`src/design/oct_pkg.sv`:
```
// Package holding constants, register map and carrier types of the overcurrent trip logic.
package oct_pkg;

  // ----------------------------------------------------------------------------
  // Register map (byte addresses)
  // ----------------------------------------------------------------------------
  localparam logic [7:0] OCT_CTRL_ADDR   = 8'h00;
  localparam logic [7:0] OCT_STATUS_ADDR = 8'h04;
  localparam logic [7:0] OCT_MASK_ADDR   = 8'h08;
  localparam logic [7:0] OCT_STATE_ADDR  = 8'h0c;

  // ----------------------------------------------------------------------------
  // Field positions
  // ----------------------------------------------------------------------------
  localparam int OCT_CTRL_IRQ_EN_BIT  = 0;
  localparam int OCT_CTRL_TRIP_EN_BIT = 1;
  localparam int OCT_CTRL_CLEAR_BIT   = 2;
  localparam int OCT_EV_PFC_BIT       = 0;
  localparam int OCT_EV_TRIP_BIT      = 1;
  localparam int OCT_EV_W             = 2;

  // ----------------------------------------------------------------------------
  // Reset values and counts
  // ----------------------------------------------------------------------------
  localparam logic [2:0]        OCT_CTRL_RST     = 3'h3;
  localparam logic [OCT_EV_W-1:0] OCT_MASK_RST   = 2'h0;
  localparam int                OCT_PFC_DIV      = 64;
  localparam int                OCT_TRIP_DIV     = 32;
  localparam int                OCT_FILT_SAMPLES = 3;
  localparam logic [1:0]        OCT_RESP_OKAY    = 2'h0;
  localparam logic [1:0]        OCT_RESP_SLVERR  = 2'h2;

  typedef struct packed {
    logic       trip;
    logic       pfc;
  } oct_ev_t;

endpackage : oct_pkg

```
`src/design/oct_trip_logic.sv`:
```
// Overcurrent trip logic: filtered fault inputs, gate high-Z disable, AXI4-Lite registers.
`timescale 1ns/1ps
// Notes on behaviour
// RULE1: The inverter board holds its correction-stage fault line low during overcurrent.
// RULE2: Interrupt channel two catches the fault line's falling edge and flags an error.
// RULE3: That line is noise-filtered, sampled at the bus clock divided by sixty-four.
// RULE4: A trip puts the PWM gate outputs into high impedance without software.
// RULE5: The trip comes from the inverter error on the external trip input.
// RULE6: Gates stay high impedance and the event stands until software clears it.
module oct_trip_logic
  import oct_pkg::*;
(
  input  wire logic        mclk,
  input  wire logic        reset,
  input  wire logic        pfcFaultN,
  input  wire logic        externalTripInputN,
  input  wire logic [2:0]  pwmGateIn,
  output logic      [2:0]  pwmGateOut,
  output logic      [2:0]  pwmGateOe,
  output logic             irq,
  input  wire logic [7:0]  s_axi_awaddr,
  input  wire logic        s_axi_awvalid,
  output logic             s_axi_awready,
  input  wire logic [31:0] s_axi_wdata,
  input  wire logic [3:0]  s_axi_wstrb,
  input  wire logic        s_axi_wvalid,
  output logic             s_axi_wready,
  output logic      [1:0]  s_axi_bresp,
  output logic             s_axi_bvalid,
  input  wire logic        s_axi_bready,
  input  wire logic [7:0]  s_axi_araddr,
  input  wire logic        s_axi_arvalid,
  output logic             s_axi_arready,
  output logic      [31:0] s_axi_rdata,
  output logic      [1:0]  s_axi_rresp,
  output logic             s_axi_rvalid,
  input  wire logic        s_axi_rready
);

  // ----------------------------------------------------------------------------
  // Input synchronisers and sample-rate dividers
  // ----------------------------------------------------------------------------
  logic [1:0] pfcSync_r;
  logic [1:0] tripSync_r;
  logic [5:0] pfcDiv_r;
  logic [4:0] tripDiv_r;
  logic       pfcSampleEn;
  logic       tripSampleEn;

  always_ff @(posedge mclk or posedge reset)
  begin
    if (reset)
    begin
      pfcSync_r  <= 2'h3;
      tripSync_r <= 2'h3;
    end
    else
    begin
      pfcSync_r  <= {pfcSync_r[0], pfcFaultN};
      tripSync_r <= {tripSync_r[0], externalTripInputN};
    end
  end

  always_ff @(posedge mclk or posedge reset)
  begin
    if (reset)
    begin
      pfcDiv_r  <= 6'h00;
      tripDiv_r <= 5'h00;
    end
    else
    begin
      pfcDiv_r  <= pfcDiv_r + 6'h01;
      tripDiv_r <= tripDiv_r + 5'h01;
    end
  end

  assign pfcSampleEn  = (pfcDiv_r == 6'(OCT_PFC_DIV - 1)); // RULE3
  assign tripSampleEn = (tripDiv_r == 5'(OCT_TRIP_DIV - 1));

  // ----------------------------------------------------------------------------
  // Noise filters and edge detection
  // ----------------------------------------------------------------------------
  logic pfcFilt;
  logic tripFilt;
  logic pfcFiltPrev_r;
  logic pfcFall;

  oct_filter #(.SAMPLES(OCT_FILT_SAMPLES), .INIT(1'b1)) uPfcFilter ( // RULE3
    .mclk     (mclk),
    .reset    (reset),
    .sampleEn (pfcSampleEn),
    .din      (pfcSync_r[1]),
    .dout     (pfcFilt)
  );

  oct_filter #(.SAMPLES(OCT_FILT_SAMPLES), .INIT(1'b1)) uTripFilter (
    .mclk     (mclk),
    .reset    (reset),
    .sampleEn (tripSampleEn),
    .din      (tripSync_r[1]),
    .dout     (tripFilt)
  );

  always_ff @(posedge mclk or posedge reset)
  begin
    if (reset)
      pfcFiltPrev_r <= 1'b1;
    else
      pfcFiltPrev_r <= pfcFilt;
  end

  assign pfcFall = pfcFiltPrev_r & ~pfcFilt; // RULE2

  // ----------------------------------------------------------------------------
  // Control, trip latch and status
  // ----------------------------------------------------------------------------
  logic [2:0]          ctrl_r;
  logic                tripped_r;
  oct_ev_t             status_r;
  oct_ev_t             mask_r;
  oct_ev_t             events;
  logic                clearTrip;
  logic                statusRead;
  logic                tripEvent;

  // The trip is level-qualified and wins over a clear, so a fault held low across a clear keeps the latch set.
  assign tripEvent = ctrl_r[OCT_CTRL_TRIP_EN_BIT] & ~tripFilt; // RULE5

  always_ff @(posedge mclk or posedge reset)
  begin
    if (reset)
      tripped_r <= 1'b0;
    else if (tripEvent)
      tripped_r <= 1'b1; // RULE6
    else if (clearTrip)
      tripped_r <= 1'b0;
  end

  // High impedance is forced straight from the latch and the live trip event, with no software in the path.
  always_ff @(posedge mclk or posedge reset)
  begin
    if (reset)
    begin
      pwmGateOut <= 3'h0;
      pwmGateOe  <= 3'h0;
    end
    else
    begin
      pwmGateOut <= pwmGateIn;
      pwmGateOe  <= (tripped_r || tripEvent) ? 3'h0 : 3'h7; // RULE4
    end
  end

  assign events.pfc  = pfcFall & ctrl_r[OCT_CTRL_IRQ_EN_BIT]; // RULE2
  assign events.trip = tripEvent & ~tripped_r;

  // A set in the same cycle as the read-clear wins, so no event is lost.
  always_ff @(posedge mclk or posedge reset)
  begin
    if (reset)
      status_r <= '0;
    else
      status_r <= (statusRead ? oct_ev_t'('0) : status_r) | events; // RULE6
  end

  assign irq = |(status_r & mask_r);

  // ----------------------------------------------------------------------------
  // AXI4-Lite write channel
  // ----------------------------------------------------------------------------
  logic       awHeld_r;
  logic       wHeld_r;
  logic [7:0] awAddr_r;
  logic [31:0] wData_r;
  logic [3:0] wStrb_r;
  logic       doWrite;

  assign s_axi_awready = ~awHeld_r & ~s_axi_bvalid;
  assign s_axi_wready  = ~wHeld_r & ~s_axi_bvalid;
  assign doWrite       = awHeld_r & wHeld_r;

  always_ff @(posedge mclk or posedge reset)
  begin
    if (reset)
    begin
      awHeld_r <= 1'b0;
      wHeld_r  <= 1'b0;
      awAddr_r <= 8'h00;
      wData_r  <= 32'h0000_0000;
      wStrb_r  <= 4'h0;
    end
    else
    begin
      if (s_axi_awvalid && s_axi_awready)
      begin
        awHeld_r <= 1'b1;
        awAddr_r <= s_axi_awaddr;
      end
      else if (doWrite)
        awHeld_r <= 1'b0;
      if (s_axi_wvalid && s_axi_wready)
      begin
        wHeld_r <= 1'b1;
        wData_r <= s_axi_wdata;
        wStrb_r <= s_axi_wstrb;
      end
      else if (doWrite)
        wHeld_r <= 1'b0;
    end
  end

  always_ff @(posedge mclk or posedge reset)
  begin
    if (reset)
    begin
      s_axi_bvalid <= 1'b0;
      s_axi_bresp  <= OCT_RESP_OKAY;
    end
    else if (doWrite)
    begin
      s_axi_bvalid <= 1'b1;
      s_axi_bresp  <= (awAddr_r == OCT_CTRL_ADDR || awAddr_r == OCT_MASK_ADDR)
                      ? OCT_RESP_OKAY : OCT_RESP_SLVERR;
    end
    else if (s_axi_bready)
      s_axi_bvalid <= 1'b0;
  end

  assign clearTrip = doWrite && awAddr_r == OCT_CTRL_ADDR && wStrb_r[0]
                     && wData_r[OCT_CTRL_CLEAR_BIT]; // RULE6

  always_ff @(posedge mclk or posedge reset)
  begin
    if (reset)
    begin
      ctrl_r <= OCT_CTRL_RST;
      mask_r <= OCT_MASK_RST;
    end
    else if (doWrite && wStrb_r[0])
    begin
      if (awAddr_r == OCT_CTRL_ADDR)
        ctrl_r <= {1'b0, wData_r[1:0]};
      if (awAddr_r == OCT_MASK_ADDR)
        mask_r <= wData_r[OCT_EV_W-1:0];
    end
  end

  // ----------------------------------------------------------------------------
  // AXI4-Lite read channel
  // ----------------------------------------------------------------------------
  assign s_axi_arready = ~s_axi_rvalid;
  assign statusRead    = s_axi_arvalid && s_axi_arready && s_axi_araddr == OCT_STATUS_ADDR;

  always_ff @(posedge mclk or posedge reset)
  begin
    if (reset)
    begin
      s_axi_rvalid <= 1'b0;
      s_axi_rdata  <= 32'h0000_0000;
      s_axi_rresp  <= OCT_RESP_OKAY;
    end
    else if (s_axi_arvalid && s_axi_arready)
    begin
      s_axi_rvalid <= 1'b1;
      s_axi_rresp  <= OCT_RESP_OKAY;
      unique case (s_axi_araddr)
        OCT_CTRL_ADDR:   s_axi_rdata <= {29'h0, ctrl_r};
        OCT_STATUS_ADDR: s_axi_rdata <= {30'h0, status_r};
        OCT_MASK_ADDR:   s_axi_rdata <= {30'h0, mask_r};
        OCT_STATE_ADDR:  s_axi_rdata <= {29'h0, tripped_r, tripFilt, pfcFilt};
        default:
        begin
          s_axi_rdata <= 32'h0000_0000;
          s_axi_rresp <= OCT_RESP_SLVERR;
        end
      endcase
    end
    else if (s_axi_rready)
      s_axi_rvalid <= 1'b0;
  end

  // ----------------------------------------------------------------------------
  // Assertions
  // ----------------------------------------------------------------------------
  a_pfc_edge_event: assert property (@(posedge mclk) disable iff (reset) // RULE2
    $fell(pfcFilt) && ctrl_r[OCT_CTRL_IRQ_EN_BIT] && !statusRead |=> status_r.pfc)
    else $error("pfc falling edge did not set status");
  a_pfc_sample_rate: assert property (@(posedge mclk) disable iff (reset) // RULE3
    $changed(pfcFilt) |-> $past(pfcSampleEn, 2))
    else $error("pfc filter changed off its sample tick");
  a_gate_hiz_trip: assert property (@(posedge mclk) disable iff (reset) // RULE4
    tripEvent |=> pwmGateOe == 3'h0)
    else $error("gates not high impedance after trip");
  a_trip_source: assert property (@(posedge mclk) disable iff (reset) // RULE5
    $rose(tripped_r) |-> $past(!tripFilt && ctrl_r[OCT_CTRL_TRIP_EN_BIT]))
    else $error("trip latched without external trip input");
  a_trip_holds: assert property (@(posedge mclk) disable iff (reset) // RULE6
    tripped_r && !clearTrip |=> tripped_r && pwmGateOe == 3'h0)
    else $error("trip released without software clear");
  a_irq_level: assert property (@(posedge mclk) disable iff (reset) // RULE2
    !doWrite && |(events & mask_r) |=> irq)
    else $error("unmasked event did not raise irq");

endmodule : oct_trip_logic

```
`src/design/oct_filter.sv`:
```
// Sampled majority-free noise filter: output follows input after N equal samples.
`timescale 1ns/1ps
module oct_filter
  import oct_pkg::*;
#(
  parameter int SAMPLES = OCT_FILT_SAMPLES,
  parameter logic INIT  = 1'b1
)(
  input  wire logic mclk,
  input  wire logic reset,
  input  wire logic sampleEn,
  input  wire logic din,
  output logic      dout
);
  // The shift register needs at least two stages to compare samples.
  if (SAMPLES < 2 || SAMPLES > 8)
  begin : gBadSamples
    $error("oct_filter: SAMPLES out of range");
  end

  logic [SAMPLES-1:0] shift_r;

  // A level is accepted only once every stored sample agrees, so short spikes vanish.
  always_ff @(posedge mclk or posedge reset)
  begin
    if (reset)
      shift_r <= {SAMPLES{INIT}};
    else if (sampleEn)
      shift_r <= {shift_r[SAMPLES-2:0], din};
  end

  always_ff @(posedge mclk or posedge reset)
  begin
    if (reset)
      dout <= INIT;
    else if (&shift_r)
      dout <= 1'b1;
    else if (~|shift_r)
      dout <= 1'b0;
  end
endmodule : oct_filter

```
`config.mk`:
```
export PLATFORM = sky130hd
export DESIGN_NAME = oct_trip_logic
export DESIGN_NICKNAME = d
export VERILOG_FILES = /design/src/design/oct_pkg.sv /design/src/design/oct_trip_logic.sv /design/src/design/oct_filter.sv
export SDC_FILE = /design/constraint.sdc
export NUM_CORES = 1
export LEC_CHECK = 0
export BUFFER_PORTS_ARGS = -buffer_cell sky130_fd_sc_hd__buf_2
export CORE_AREA = 10 10 80 82
export CTS_BUF_LIST = sky130_fd_sc_hd__clkbuf_4
export DETAILED_ROUTE_END_ITERATION = 7
export DIE_AREA = 0 0 90 92
export PLACE_DENSITY = 0.85
export SLEW_MARGIN = 20
export SYNTH_ARGS = -nofsm -noshare
export SYNTH_HDL_FRONTEND = slang
export SYNTH_HIERARCHICAL = 1
export SYNTH_SLANG_ARGS = --single-unit
```
`constraint.sdc`:
```
create_clock -name mclk -period 2 [get_ports mclk]
set_input_delay 0.2 -clock mclk [delete_from_list [all_inputs] [get_ports mclk]]
set_output_delay 0.2 -clock mclk [all_outputs]
set_load 0.05 [all_outputs]
```
==> metrics <==
status=completed; maximum vdd drop=just over 400 uV; final setup vio count=0; global-route wire length before repair=7580 um; EDFF count, synth=0; quantity of hold-fixing buffers added after cts=8; CP Class=reg2reg; Root Driver=clkbuf_4; Commonest cells post-synth=dfrtp_1, buf_4, dfstp_2; Final Max Tran Viols=0; crit-path cells=nor2_2, and2_1, mux2_2; top cell type's share of synthesized area=42.2%; crit end category=flop; Mapped Cells=187; row cnt=26; TNS Setup=0 ns; Floorplan Core Area=4910 sq um; drt pass-1 iters=4; HP Class=in2reg; Die ar.=between 8000 and 9000 sq um; clock slew at reported path FFs=0.15 ns; crit path max fanout=9; PwrDens=1110 nW/um^2; DP Wirelength=3540 um; CTS tree=built; area occupied by multi-input gates=832 sq um; leakage power=1.37 nW; H-tree levels=2; Max Cap Viol=0; CTS Buf Count=5; Req. time, crit path=~2.3 ns; Die W=90 um; critical path's top delay family=simple AND/OR/NAND/NOR gates; Synth Register Bits=56; fin worst setup slack=~0.54 ns; area leader, netlist=dfrtp_1; Post-Route WL=4480 um; WP buf/inv=0; largest net degree at the start of global routing=28; CTS Buffer Depth=2; Placement Setup Slack=0.537 ns; top cells by area, synth=dfrtp_1, dfstp_2, buf_4; GP Congestion=0.751; yosys warns=6; Routed Antenna Nets=0; Worst setup SP type=flop; vias in the first global route=1603; count leader, synth=dfrtp_1; Synth Cell Area=2430 sq um; max incr delay on CP=around 0.45 ns; WL/cell=14.1 um; layout cells sized above 1=36.8%; Congestion Overflow GR=0; max frequency=0.686 GHz; Vias=roughly 1500; io pins=112; unrepaired setup endpoints after global routing=no; Sink Count=56; fin crit share=72.9%; Final min period=around 1.5 ns; WP data arrival=1.72 ns; Diodes inserted=0; input/output buffers=48; number of remaining DRC errors=0; filler instances=426; post-cts sizing count=0; Mapped Avg Cell Area=13.0 sq um; GRT Resource Usage Total=11.0%; P&R area growth vs syn=15.1%; Initial DRC Count=66; slowest CP cell=dfrtp_1; clk_skew=~0.017 ns; Hold Vio Cnt, Final=0; Final Net Count=313; Cell variety after synth=36; Via-to-Cell Ratio=4.60; initial antenna violation count=0; sequential standard cell area=between 1000 and 1500 sq um; Die Y=92 um; Starting Density=49.5%; ys async rst share=100%; prevailing post-synth register cell=dfrtp_1; clk_lat worst skew=0.38 ns; postcts setup bufs=0; register area share after synthesis=between 50% and 60%
-- per-stage QoR --
stage	area [sq um]	cells	total power, mW	util (%)	hold slack (ns)
finish	2800	317	3.11	57.0	0.0328
global route	2800	317	3.27	57.0	0.00241
CTS	2800	317	3.15	57.0	0.0190
detailed placement	2640	301	2.53	53.8	0.277
global placement	2640	301	2.48	53.8	0.268
floorplan	2550	217	2.37	-	0.155
-- metal layers --
layer	track usage [%]	wire length [um]	vias to the layer above
met4	4.24	27	0
met1	11.7	1700	713
met2	19.1	2310	50
li1	-	-	693
met5	0	0	-
met3	4.65	441	3
-- cells in the final DEF, fill, tap and decap left out, types with 2 or more instances in the layout --
cell	n
buf_2	48
mux2_2	8
nand2_1	6
o21ai_0	2
ha_1	3
a21oi_1	4
clkbuf_4	5
nor2_2	2
nand2b_1	2
nand3_1	5
dlygate4sd3_1	8
dfstp_2	15
and3_1	4
a22o_1	3
nand4_1	2
mux2_4	4
conb_1	31
dfrtp_1	41
a21o_1	2
xor2_1	2
mux4_2	2
inv_1	10
o2bb2ai_1	2
o21ai_1	6
and2_1	2
mux2_1	8
xnor2_1	4
-- registers in the layout (all words and copies together), names as in the netlist, 2 cells and up --
signal	count
ctrl_r	2
uPfcFilter/shift_r	3
tripSync_r	2
awAddr_r	8
wData_r	3
mask_r	2
pfcSync_r	2
status_r	2
pwmGateOut	3
s_axi_rdata	3
tripDiv_r	5
uTripFilter/shift_r	3
pfcDiv_r	6
-- path summary, 6_finish.rpt --
check / depth (start not counted) / start / endpoint / slack (ns)
worst max-delay path: 3 / s_axi_bvalid / awAddr_r[2] / 0.54
worst min-delay path: 2 / s_axi_wstrb[0] / wStrb_r[0] / 0.03
worst max register to register: 3 / s_axi_bvalid / awAddr_r[2] / 0.54
worst min register to register: 0 / tripSync_r[0] / tripSync_r[1] / 0.37
max in group asynchronous: 4 / reset / tripSync_r[0] / 1.03
min in group asynchronous: 3 / reset / s_axi_rvalid / 0.38
-- power by group --
part / internal [mW] / switching, mW / total (mW)
Sequential: 1.35 / 0.174 / 1.53
Combinational: 0.308 / 0.669 / 0.978
Clock: 0.262 / 0.341 / 0.603
Total: 1.92 / 1.18 / 3.11
-- worst register-to-register path, cell delays in order, from the launching register on --
cell and delay [ns]:
dfrtp_1 0.45, nor2_2 0.13, and2_1 0.38, mux2_2 0.39
-- kinds of logic (layout without fill, tap and decap cells) --
kind of cell	count (synthesis)	in the layout	synth area share (%)
other	1	31	0.154
buffers and inverters	46	76	12.3
AO/OA/AOI/OAI	22	22	5.76
XOR/XNOR	6	6	2.16
adder cells (fa/ha/maj)	3	3	1.54
AND/OR/NAND/NOR	31	31	8.02
flip-flops	56	56	58.4
multiplexers	22	22	11.7
-- cell type report --
class	instances	area share [%]
clock inverter	3	1.52
multi-input combinational	115	29.7
tap	70	3.13
timing repair buffer	57	12.1
sequential	56	50.7
clock buffer	5	1.34
inverter	11	1.47
No activity file was read; power rests on OpenSTA's default activity.
